<file path="src/verilog/ssl_regs.svh">
// Register offsets, field positions, reset values and timing counts.
// Assumes a 50 MHz clock and byte addresses on an Avalon-MM slave.
`ifndef SSL_REGS_SVH
`define SSL_REGS_SVH

// ****************************************************************
// Register offsets
// ****************************************************************
`define SSL_OFF_MODE     8'h00
`define SSL_OFF_SRC      8'h04
`define SSL_OFF_LIMIT    8'h08
`define SSL_OFF_ACCEL    8'h0c
`define SSL_OFF_DECEL    8'h10
`define SSL_OFF_SCURVE   8'h14
`define SSL_OFF_DIVNUM   8'h18
`define SSL_OFF_DIVDEN   8'h1c
`define SSL_OFF_ENCDIR   8'h20
`define SSL_OFF_GEARNUM  8'h24
`define SSL_OFF_GEARDEN  8'h28
`define SSL_OFF_SPEED    8'h30
`define SSL_OFF_STATUS   8'h34
`define SSL_PRESET_PAGE  3'h2

// ****************************************************************
// Field positions and encodings
// ****************************************************************
`define SSL_LIM_EN_BIT   0
`define SSL_STOP_LSB     1
`define SSL_BINV_BIT     0
`define SSL_OSRC_BIT     1
`define SSL_MODE_PRESET  3'h1
`define SSL_SRC_FOUR     2'h1
`define SSL_SRC_EIGHT    2'h3
`define SSL_STOP_BRAKE   2'h0
`define SSL_STOP_FREE    2'h1
`define SSL_STOP_LOCK    2'h2
`define SSL_SPEED_MAX    32'sh00004e20
`define SSL_SPEED_MIN    -32'sh00004e20

// ****************************************************************
// Reset values
// ****************************************************************
`define SSL_RST_RATIO    16'h0001
`define SSL_RST_LIM_EN   1'b1

// ****************************************************************
// Timing
// ****************************************************************
`define SSL_CLK_NS       20
`define SSL_RAMP_UNIT_NS 2000000
`define SSL_RAMP_RPM     1000
`define SSL_BOX_TAPS     16
`define SSL_UTICK_CYC    (`SSL_RAMP_UNIT_NS / `SSL_CLK_NS / `SSL_RAMP_RPM)
`define SSL_BOX_CYC      (`SSL_RAMP_UNIT_NS / `SSL_CLK_NS / `SSL_BOX_TAPS)

`endif

</file>
<file path="src/verilog/ssl_pkg.sv">
// Types shared by the speed block and its encoder divider.
// Assumes nothing beyond a SystemVerilog compiler.
package ssl_pkg;
    typedef logic signed [15:0] ssl_speed_t;
    typedef logic [15:0]        ssl_ratio_t;
endpackage

</file>
<file path="src/verilog/ssl_enc_if.sv">
// Link between the top block and the encoder pulse divider.
// Assumes both ends run on the same clock.
`timescale 1ns/1ps
interface ssl_enc_if;
    logic               step;
    logic               dir;
    logic               index;
    logic               b_invert;
    ssl_pkg::ssl_ratio_t num;
    ssl_pkg::ssl_ratio_t den;
    logic               a;
    logic               b;
    logic               z;
    modport src (output step, dir, index, b_invert, num, den, input a, b, z);
    modport div (input step, dir, index, b_invert, num, den, output a, b, z);
endinterface

</file>
<file path="src/verilog/ssl_enc_div.sv">
// Encoder pulse divider producing quadrature A/B and index Z.
// Assumes one step pulse per cycle at most and num not above den.
`timescale 1ns/1ps
module ssl_enc_div (
    // Clock and reset
    input wire logic clk,
    input wire logic rst,
    // Divider link
    ssl_enc_if.div   eif
);
    logic [16:0] acc_q;
    logic [16:0] sum;
    logic [1:0]  ph_q;

    // Fractional accumulator sum for one input step.
    assign sum = acc_q + {1'b0, eif.num};

    // Divide the step stream and advance the quadrature phase.
    always_ff @(posedge clk or posedge rst) begin
        if (rst) begin
            acc_q <= 17'h00000;
            ph_q  <= 2'h0;
        end else if (eif.step) begin
            if (sum >= {1'b0, eif.den}) begin
                acc_q <= sum - {1'b0, eif.den};
                ph_q  <= eif.dir ? ph_q + 2'h1 : ph_q - 2'h1;
            end else begin
                acc_q <= sum;
            end
        end
    end

    // Drive A, B and Z from flops; A leads B going up while b_invert is low.
    always_ff @(posedge clk or posedge rst) begin
        if (rst) begin
            eif.a <= 1'b0;
            eif.b <= 1'b0;
            eif.z <= 1'b0;
        end else begin
            eif.a <= ph_q[1] ^ ph_q[0];
            eif.b <= ph_q[1] ^ eif.b_invert;
            eif.z <= eif.index;
        end
    end
endmodule // ssl_enc_div

</file>
<file path="src/verilog/ssl_top.sv">
// Preset speed command generator with travel limits, gearing and
// encoder output dividing. Assumes a 50 MHz clock, synchronous inputs
// and an Avalon-MM master that holds requests until waitrequest falls.
`timescale 1ns/1ps
`include "ssl_regs.svh"

module ssl_top #(
    parameter int PRESETS  = 8,
    parameter int BOX_TAPS = `SSL_BOX_TAPS
) (
    // Clock and reset
    input  wire logic                clk,
    input  wire logic                rst,
    // Avalon-MM register slave
    input  wire logic [7:0]          avs_address,
    input  wire logic                avs_read,
    input  wire logic                avs_write,
    input  wire logic [31:0]         avs_writedata,
    output var  logic [31:0]         avs_readdata,
    output var  logic                avs_waitrequest,
    // Preset selection and travel limits
    input  wire logic                preset_select_bit0,
    input  wire logic                preset_select_bit1,
    input  wire logic                preset_select_bit2,
    input  wire logic                forward_limit_in,
    input  wire logic                reverse_limit_in,
    // Command pulses and motor encoder
    input  wire logic                cmd_pulse_in,
    input  wire logic                cmd_dir_in,
    input  wire logic                enc_step_in,
    input  wire logic                enc_dir_in,
    input  wire logic                enc_index_in,
    // Speed command and stop outputs
    output var  ssl_pkg::ssl_speed_t speed_cmd_q,
    output var  logic                dyn_brake_q,
    output var  logic                coast_q,
    output var  logic                servo_lock_q,
    // Geared motor steps
    output var  logic                motor_step_q,
    output var  logic                motor_dir_q,
    // Divided encoder outputs
    output wire logic                enc_a_out,
    output wire logic                enc_b_out,
    output wire logic                enc_z_out
);
    localparam int UTICK = `SSL_UTICK_CYC;
    localparam int BOXC  = `SSL_BOX_CYC;
    localparam int SUMW  = 16 + $clog2(BOX_TAPS);

    // ****************************************************************
    // Declarations
    // ****************************************************************
    logic [2:0]           mode_q;
    logic [1:0]           src_q;
    logic                 lim_en_q;
    logic [1:0]           stop_sel_q;
    ssl_pkg::ssl_ratio_t  accel_q, decel_q, scw_q;
    ssl_pkg::ssl_ratio_t  dnum_q, dden_q, gnum_q, gden_q;
    logic [1:0]           encdir_q;
    ssl_pkg::ssl_speed_t  preset_q [PRESETS];
    logic [31:0]          rd_d;
    logic                 wr_go;
    logic [2:0]           sel_idx;
    logic                 active;
    ssl_pkg::ssl_speed_t  raw_tgt, tgt, lin_q;
    logic                 fwd_blk, rev_blk, stop_now, blocked_req;
    logic [6:0]           ucnt_q;
    logic                 utick;
    ssl_pkg::ssl_ratio_t  rate_q, period;
    logic                 away;
    logic [12:0]          bcnt_q;
    ssl_pkg::ssl_ratio_t  wcnt_q;
    logic                 sample;
    ssl_pkg::ssl_speed_t  box_q [BOX_TAPS];
    logic [$clog2(BOX_TAPS)-1:0] ptr_q;
    logic signed [SUMW-1:0] sum_q;
    logic [16:0]          gacc_q;
    ssl_enc_if            eif ();

    // ****************************************************************
    // Register bus
    // ****************************************************************

    // One wait cycle per request, then a single ready cycle.
    always_ff @(posedge clk or posedge rst) begin
        if (rst) begin
            avs_waitrequest <= 1'b1;
        end else if ((avs_read | avs_write) && avs_waitrequest) begin
            avs_waitrequest <= 1'b0;
        end else begin
            avs_waitrequest <= 1'b1;
        end
    end

    assign wr_go = avs_write && !avs_waitrequest;

    // Configuration registers, written on the accepting edge.
    always_ff @(posedge clk or posedge rst) begin
        if (rst) begin
            mode_q     <= 3'h0;
            src_q      <= 2'h0;
            lim_en_q   <= `SSL_RST_LIM_EN;
            stop_sel_q <= `SSL_STOP_BRAKE;
            accel_q    <= 16'h0000;
            decel_q    <= 16'h0000;
            scw_q      <= 16'h0000;
            dnum_q     <= `SSL_RST_RATIO;
            dden_q     <= `SSL_RST_RATIO;
            gnum_q     <= `SSL_RST_RATIO;
            gden_q     <= `SSL_RST_RATIO;
            encdir_q   <= 2'h0;
        end else if (wr_go) begin
            unique case (avs_address)
                `SSL_OFF_MODE:    mode_q <= avs_writedata[2:0];
                `SSL_OFF_SRC:     src_q <= avs_writedata[1:0];
                `SSL_OFF_LIMIT: begin
                    lim_en_q   <= avs_writedata[`SSL_LIM_EN_BIT];
                    stop_sel_q <= avs_writedata[`SSL_STOP_LSB +: 2];
                end
                `SSL_OFF_ACCEL:   accel_q <= avs_writedata[15:0];
                `SSL_OFF_DECEL:   decel_q <= avs_writedata[15:0];
                `SSL_OFF_SCURVE:  scw_q <= avs_writedata[15:0];
                `SSL_OFF_DIVNUM:  dnum_q <= avs_writedata[15:0];
                `SSL_OFF_DIVDEN:  dden_q <= avs_writedata[15:0];
                `SSL_OFF_ENCDIR:  encdir_q <= avs_writedata[1:0];
                `SSL_OFF_GEARNUM: gnum_q <= avs_writedata[15:0];
                `SSL_OFF_GEARDEN: gden_q <= avs_writedata[15:0];
                default: ;
            endcase
        end
    end

    // Preset table; writes are clamped into the legal speed range.
    always_ff @(posedge clk or posedge rst) begin
        if (rst) begin
            for (int i = 0; i < PRESETS; i++) begin
                preset_q[i] <= 16'h0000;
            end
        end else if (wr_go && avs_address[7:5] == `SSL_PRESET_PAGE) begin
            if ($signed(avs_writedata) > `SSL_SPEED_MAX) begin
                preset_q[avs_address[4:2]] <= 16'(`SSL_SPEED_MAX);
            end else if ($signed(avs_writedata) < `SSL_SPEED_MIN) begin
                preset_q[avs_address[4:2]] <= 16'(`SSL_SPEED_MIN);
            end else begin
                preset_q[avs_address[4:2]] <= avs_writedata[15:0];
            end
        end
    end

    // Read mux; unmapped words read as zero.
    always_comb begin
        rd_d = 32'h00000000;
        if (avs_address[7:5] == `SSL_PRESET_PAGE) begin
            rd_d = {{16{preset_q[avs_address[4:2]][15]}}, preset_q[avs_address[4:2]]};
        end else begin
            unique case (avs_address)
                `SSL_OFF_MODE:    rd_d = {29'h0, mode_q};
                `SSL_OFF_SRC:     rd_d = {30'h0, src_q};
                `SSL_OFF_LIMIT:   rd_d = {29'h0, stop_sel_q, lim_en_q};
                `SSL_OFF_ACCEL:   rd_d = {16'h0, accel_q};
                `SSL_OFF_DECEL:   rd_d = {16'h0, decel_q};
                `SSL_OFF_SCURVE:  rd_d = {16'h0, scw_q};
                `SSL_OFF_DIVNUM:  rd_d = {16'h0, dnum_q};
                `SSL_OFF_DIVDEN:  rd_d = {16'h0, dden_q};
                `SSL_OFF_ENCDIR:  rd_d = {30'h0, encdir_q};
                `SSL_OFF_GEARNUM: rd_d = {16'h0, gnum_q};
                `SSL_OFF_GEARDEN: rd_d = {16'h0, gden_q};
                `SSL_OFF_SPEED:   rd_d = {{16{speed_cmd_q[15]}}, speed_cmd_q};
                `SSL_OFF_STATUS:  rd_d = {24'h0, sel_idx, active, blocked_req,
                                          stop_now, rev_blk, fwd_blk};
                default:          rd_d = 32'h00000000;
            endcase
        end
    end

    // Read data is captured as waitrequest falls.
    always_ff @(posedge clk or posedge rst) begin
        if (rst) begin
            avs_readdata <= 32'h00000000;
        end else if (avs_read && avs_waitrequest) begin
            avs_readdata <= rd_d;
        end
    end

    // ****************************************************************
    // Target selection and travel limits
    // ****************************************************************

    // Pick the preset and gate it by the travel limits.
    always_comb begin
        sel_idx = {(src_q == `SSL_SRC_EIGHT) & preset_select_bit2, preset_select_bit1, preset_select_bit0};
        active = (mode_q == `SSL_MODE_PRESET) && (src_q == `SSL_SRC_FOUR || src_q == `SSL_SRC_EIGHT);
        raw_tgt = active ? preset_q[sel_idx] : 16'h0000;
        fwd_blk = lim_en_q && !forward_limit_in;
        rev_blk = lim_en_q && !reverse_limit_in;
        blocked_req = (raw_tgt > 0 && fwd_blk) || (raw_tgt < 0 && rev_blk);
        tgt = blocked_req ? 16'h0000 : raw_tgt;
        stop_now = (fwd_blk && lin_q > 0) || (rev_blk && lin_q < 0);
        away = (lin_q >= 0 && tgt > lin_q) || (lin_q <= 0 && tgt < lin_q);
        period = away ? accel_q : decel_q;
    end

    // ****************************************************************
    // Linear ramp
    // ****************************************************************

    // Tick every 2 us: one r/min step per tick at a setting of one.
    always_ff @(posedge clk or posedge rst) begin
        if (rst) begin
            ucnt_q <= 7'h00;
        end else if (ucnt_q == 7'(UTICK - 1)) begin
            ucnt_q <= 7'h00;
        end else begin
            ucnt_q <= ucnt_q + 7'h01;
        end
    end

    assign utick = (ucnt_q == 7'(UTICK - 1));

    // Move one r/min after period ticks; zero period moves one r/min every clock.
    always_ff @(posedge clk or posedge rst) begin
        if (rst) begin
            lin_q  <= 16'h0000;
            rate_q <= 16'h0000;
        end else if (stop_now) begin
            lin_q  <= 16'h0000;
            rate_q <= 16'h0000;
        end else if (lin_q == tgt) begin
            rate_q <= 16'h0000;
        end else if (period == 16'h0000 || (utick && rate_q >= period - 16'h0001)) begin
            rate_q <= 16'h0000;
            lin_q  <= (tgt > lin_q) ? lin_q + 16'sh0001 : lin_q - 16'sh0001;
        end else if (utick) begin
            rate_q <= rate_q + 16'h0001;
        end
    end

    // ****************************************************************
    // S-curve box filter
    // ****************************************************************

    // Sample the ramp BOX_TAPS times across the S-curve width.
    always_ff @(posedge clk or posedge rst) begin
        if (rst) begin
            bcnt_q <= 13'h0000;
            wcnt_q <= 16'h0000;
        end else if (bcnt_q == 13'(BOXC - 1)) begin
            bcnt_q <= 13'h0000;
            wcnt_q <= (wcnt_q >= scw_q - 16'h0001) ? 16'h0000 : wcnt_q + 16'h0001;
        end else begin
            bcnt_q <= bcnt_q + 13'h0001;
        end
    end

    assign sample = (bcnt_q == 13'(BOXC - 1)) && (wcnt_q >= scw_q - 16'h0001);

    // Running sum of the window; reset or a stop clears it on the clock edge.
    always_ff @(posedge clk) begin
        if (rst || stop_now) begin
            sum_q <= '0;
            ptr_q <= '0;
            for (int i = 0; i < BOX_TAPS; i++) begin
                box_q[i] <= 16'h0000;
            end
        end else if (sample) begin
            sum_q        <= sum_q + SUMW'(lin_q) - SUMW'(box_q[ptr_q]);
            box_q[ptr_q] <= lin_q;
            ptr_q        <= ptr_q + 1'b1;
        end
    end

    // Final command: filtered unless the width is zero or stopping.
    always_ff @(posedge clk or posedge rst) begin
        if (rst) begin
            speed_cmd_q <= 16'h0000;
        end else if (scw_q == 16'h0000 || stop_now) begin
            speed_cmd_q <= stop_now ? 16'h0000 : lin_q;
        end else begin
            speed_cmd_q <= sum_q[SUMW-1 -: 16];
        end
    end

    // Stop method outputs while a limit holds the motor.
    always_ff @(posedge clk or posedge rst) begin
        if (rst) begin
            dyn_brake_q  <= 1'b0;
            coast_q      <= 1'b0;
            servo_lock_q <= 1'b0;
        end else begin
            dyn_brake_q  <= (stop_now || blocked_req) && stop_sel_q == `SSL_STOP_BRAKE;
            coast_q      <= (stop_now || blocked_req) && stop_sel_q == `SSL_STOP_FREE;
            servo_lock_q <= (stop_now || blocked_req) && stop_sel_q == `SSL_STOP_LOCK;
        end
    end

    // ****************************************************************
    // Electronic gear and encoder output
    // ****************************************************************

    // Accept a pulse only when no steps are pending, then drain.
    always_ff @(posedge clk or posedge rst) begin
        if (rst) begin
            gacc_q       <= 17'h00000;
            motor_step_q <= 1'b0;
            motor_dir_q  <= 1'b0;
        end else begin
            motor_step_q <= 1'b0;
            if (gden_q != 16'h0000 && gacc_q >= {1'b0, gden_q}) begin
                gacc_q       <= gacc_q - {1'b0, gden_q};
                motor_step_q <= 1'b1;
            end else if (cmd_pulse_in) begin
                gacc_q      <= gacc_q + {1'b0, gnum_q};
                motor_dir_q <= cmd_dir_in;
            end
        end
    end

    // Feed the divider from the encoder or the geared steps.
    // output source
    assign eif.step     = encdir_q[`SSL_OSRC_BIT] ? motor_step_q : enc_step_in;
    assign eif.dir      = encdir_q[`SSL_OSRC_BIT] ? motor_dir_q : enc_dir_in;
    assign eif.index    = enc_index_in;
    assign eif.b_invert = encdir_q[`SSL_BINV_BIT];
    assign eif.num      = dnum_q;
    assign eif.den      = dden_q;

    ssl_enc_div u_div (
        .clk (clk),
        .rst (rst),
        .eif (eif)
    );

    assign enc_a_out = eif.a;
    assign enc_b_out = eif.b;
    assign enc_z_out = eif.z;
endmodule // ssl_top
</file>
<file path="config.mk">
export PLATFORM = sky130hd
export DESIGN_NAME = ssl_top
export DESIGN_NICKNAME = d
export VERILOG_FILES = /design/src/verilog/ssl_pkg.sv /design/src/verilog/ssl_enc_if.sv /design/src/verilog/ssl_enc_div.sv /design/src/verilog/ssl_top.sv
export VERILOG_INCLUDE_DIRS = /design/src /design/src/verilog
export SDC_FILE = /design/constraint.sdc
export NUM_CORES = 2
export LEC_CHECK = 0
export BUFFER_PORTS_ARGS = -buffer_cell sky130_fd_sc_hd__clkbuf_2
export CORE_MARGIN = 2
export CORE_UTILIZATION = 35
export CTS_BUF_LIST = sky130_fd_sc_hd__clkbuf_4 sky130_fd_sc_hd__clkbuf_8
export DETAILED_ROUTE_END_ITERATION = 8
export HOLD_SLACK_MARGIN = 0.08
export PLACE_DENSITY = 0.56
export SLEW_MARGIN = 40
export SYNTH_ARGS = -nofsm -noshare
export SYNTH_HDL_FRONTEND = slang
export SYNTH_HIERARCHICAL = 1
export SYNTH_SLANG_ARGS = --single-unit
</file>
<file path="constraint.sdc">
create_clock -name clk -period 16.87 [get_ports clk]
set_clock_uncertainty 0.2 [all_clocks]
set_input_delay 3.374 -clock clk [delete_from_list [all_inputs] [get_ports clk]]
set_output_delay 3.374 -clock clk [all_outputs]
set_load 0.05 [all_outputs]
</file>
==> metrics <==
status=complete, no violations; crit path DAT=11.77 ns; Clk network pwr share=29.4%; Reg power frac=34.4%; GR Overflow Total=0; Seq/Total Area, Yosys=48.1%; die area=0.111 mm^2; mapped cell area=0.0378 mm^2; Reg-to-Reg End=rate_q[9]; reg2reg setup slack=8.52 ns; Worst-Skew Late Latency=0.77 ns; DRC violations left=0; min cycle time layout=11.30 ns; pwr/cell area=138 mW/mm^2; mux contribution to synthesized area=13.7%; HP Class=register to register; Slowest-stage cell, CP=mux4_2; Initial Util=35.3%; setup TNS=0 ns; Adder-Cell Fraction of Synth Area=6.51%; Final Max Slew Viols=0; FF/Latch Area=0.0182 mm^2; via count=28.0k; Die Y-Extent=332 um; Fill cells=10.4k; final period utilization=67.0%; Final nets=3844; GP Congestion=0.871; Simple-Gate Fraction of Synth Area=14.0%; worst r2r path cells=31; Synth Area in Compound Gates=10.4%; share of layout cells above drive strength 1=19.4%; Peak Freq=88.5 MHz; Hold Buf Count CTS=0; hpwl dp=79700 um; CP startpoint kind=primary input; # IOs=111; cell class contributing the biggest share of worst-path delay=simple AND/OR/NAND/NOR gates; Yosys top cell area share=25.8%; Worst VDD drop=0.0963 mV; largest cells by area after synthesis=dfrtp_1 (26%), edfxtp_1 (20%), mux4_2 (8.6%); nature of the critical path endpoint=register; CTS clk-pin slew, worst paths=0.07 ns; drt wl/cell=22.5 um; leakage=0.0182 uW; H-tree Lvls=3; Syn Area/Cell=10.7 um^2; drt total wl=115000 um; multi-input logic area=0.0183 mm^2; hold path cells=2; CTS Buf Count=114; Commonest cells post-synth=nor2_1 (488), dfrtp_1 (390), nand2_1 (379), edfxtp_1 (256), o21ai_0 (215); Setup CP Type=primary input to register; Rows=120; RR Startpoint=preset_q[6]; Logic pwr share=36.2%; clock sink count=680; post-placement setup slack=4.78 ns; max_cap viols=0; max incr delay on CP=0.62 ns; post-synthesis xor/xnor area fraction=3.70%; clock buffer depth=3; final setup vio count=0; DR iter-0 viols=2674; setup ws final=5.57 ns; vias per cell=5.48; Area growth syn-to-layout=12.6%; Post-synth ARST share=58.2%; total core area=0.107 mm^2; setup bufs post-CTS=0; largest net degree at the start of global routing=82; unrepaired setup endpoints after global routing=false; Synthesis Warnings=6; WHS Endpoint=sum_q[2]; NetSw=2240 uW; gr usage total=20.7%; initial antenna violation count=1; top_reg_cell synth=dfrtp_1; Synth Net Count=3753; Synth cell types=85; CTS tree=built; drt first pass iters=8; worst-margin pin slew=0.866 ns; global-route wire length before repair=174000 um; Final Hold Viols=0; relative slew slack=42.3%; min-delay src=sum_q[2]; Antenna Nets Post-Route=0; register bit count reported by yosys=680; Post-synth EDFFs=256; vias in the first global route=27.5k; CP max FO=33; Post-Synthesis Cells=3517; Sw Ratio=38.2%; dominant cell type by area after synthesis=dfrtp_1; Int Pwr=3630 uW; post_cts resized=0; Buf+Inv Stages, Crit Path=3; combinational family with the most area after synthesis=simple AND/OR/NAND/NOR gates; CP Data Required Time=17.35 ns; chip width=332 um; Clk Tree Root Cell=clkbuf_8; most common cell in the synthesized netlist=nor2_1; Port Buf Inserts=110
## power groups by stage
stage,clock network [uW],registers [uW],logic (uW)
2_1_floorplan,0,2070,1500
3_3_place_gp,0,2050,2090
3_5_place_dp,0,2050,2110
4_1_cts,1750,2020,2120
5_1_grt,1820,2040,2360
6_report,1730,2020,2130
## routing by layer
metal,share of wire [%],track usage (%),wire (um)
met1,44,28.5,50400
met2,46,32.6,52500
met3,7.6,4.22,8700
met4,3.0,6.40,3450
met5,0,0,0
## cell usage in the layout, fill, tap and decap left out, drive strengths merged, types with 32 or more instances in the layout
cell and instances:
clkinv 42, xnor2 95, nand2 379, a21oi 167, mux4 144, a22oi 32
nor2 489, nand3 80, a21o 33, xor2 62, buf 57, mux2i 41
mux2 134, inv 136, ha 158, o21ai 220, clkbuf 290, nor3 54
dfrtp 390, edfxtp 256
## worst max path at each step
stage                       start          to  slack [ns]  depth (start not counted)
2_1_floorplan                 rst  accel_q[0]        2.92                          1
3_3_place_gp   preset_select_bit0  rate_q[13]        4.92                         33
3_5_place_dp   preset_select_bit0   rate_q[9]        4.78                         33
4_1_cts        preset_select_bit0   rate_q[9]        5.61                         33
5_1_grt        preset_select_bit0   rate_q[0]        4.95                         34
6_report       preset_select_bit0   rate_q[9]        5.57                         33
## cell type report
cell class / count / share of cell area (%)
multi-input cells: 2495 / 43.1
flip-flops and latches: 680 / 42.7
clock buffers: 179 / 5.29
well taps: 1403 / 4.13
repair buffers: 168 / 2.37
inverters: 149 / 1.34
clock inverters: 37 / 1.04
diodes: 2 / 0.0118
## cell families (layout without fill, tap and decap cells)
family / count (synthesis) / in the layout
flops: 680 / 680
simple gates: 1203 / 1203
other cells: 0 / 2
fa+ha+maj: 182 / 182
buf+inv: 342 / 533
xor+xnor: 157 / 157
mux: 319 / 319
compound gates: 634 / 634
## worst reg2reg max path: cells and delay by family (launching register included)
kind | cells | cell delay, ns
multiplexers | 4 | 1.42
flip-flops | 1 | 0.40
AND/OR/NAND/NOR | 13 | 3.48
adder cells (fa/ha/maj) | 3 | 0.85
XOR/XNOR | 1 | 0.15
buffers and inverters | 1 | 0.20
AO/OA/AOI/OAI | 9 | 1.56
## registers in the layout (all words and copies together), names as in the netlist, 17 cells and up, named ones only
name	count
box_q	256
preset_q	128
sum_q	20
avs_readdata	17
gacc_q	17
u_div/acc_q	17
## per-stage QoR
stage	instance area (um^2)	total power [uW]	instances	utilization, %	hold WS, ns
6_report	42500	5880	5113	39.7	0.252
5_1_grt	42500	6220	5112	39.7	0.283
4_1_cts	42500	5900	5111	39.7	0.256
3_5_place_dp	39800	4160	4895	37.2	0.248
3_3_place_gp	39700	4140	4895	37.1	0.242
2_1_floorplan	37800	3570	3517	-	0.232
Power figures use the tool's default switching activity.
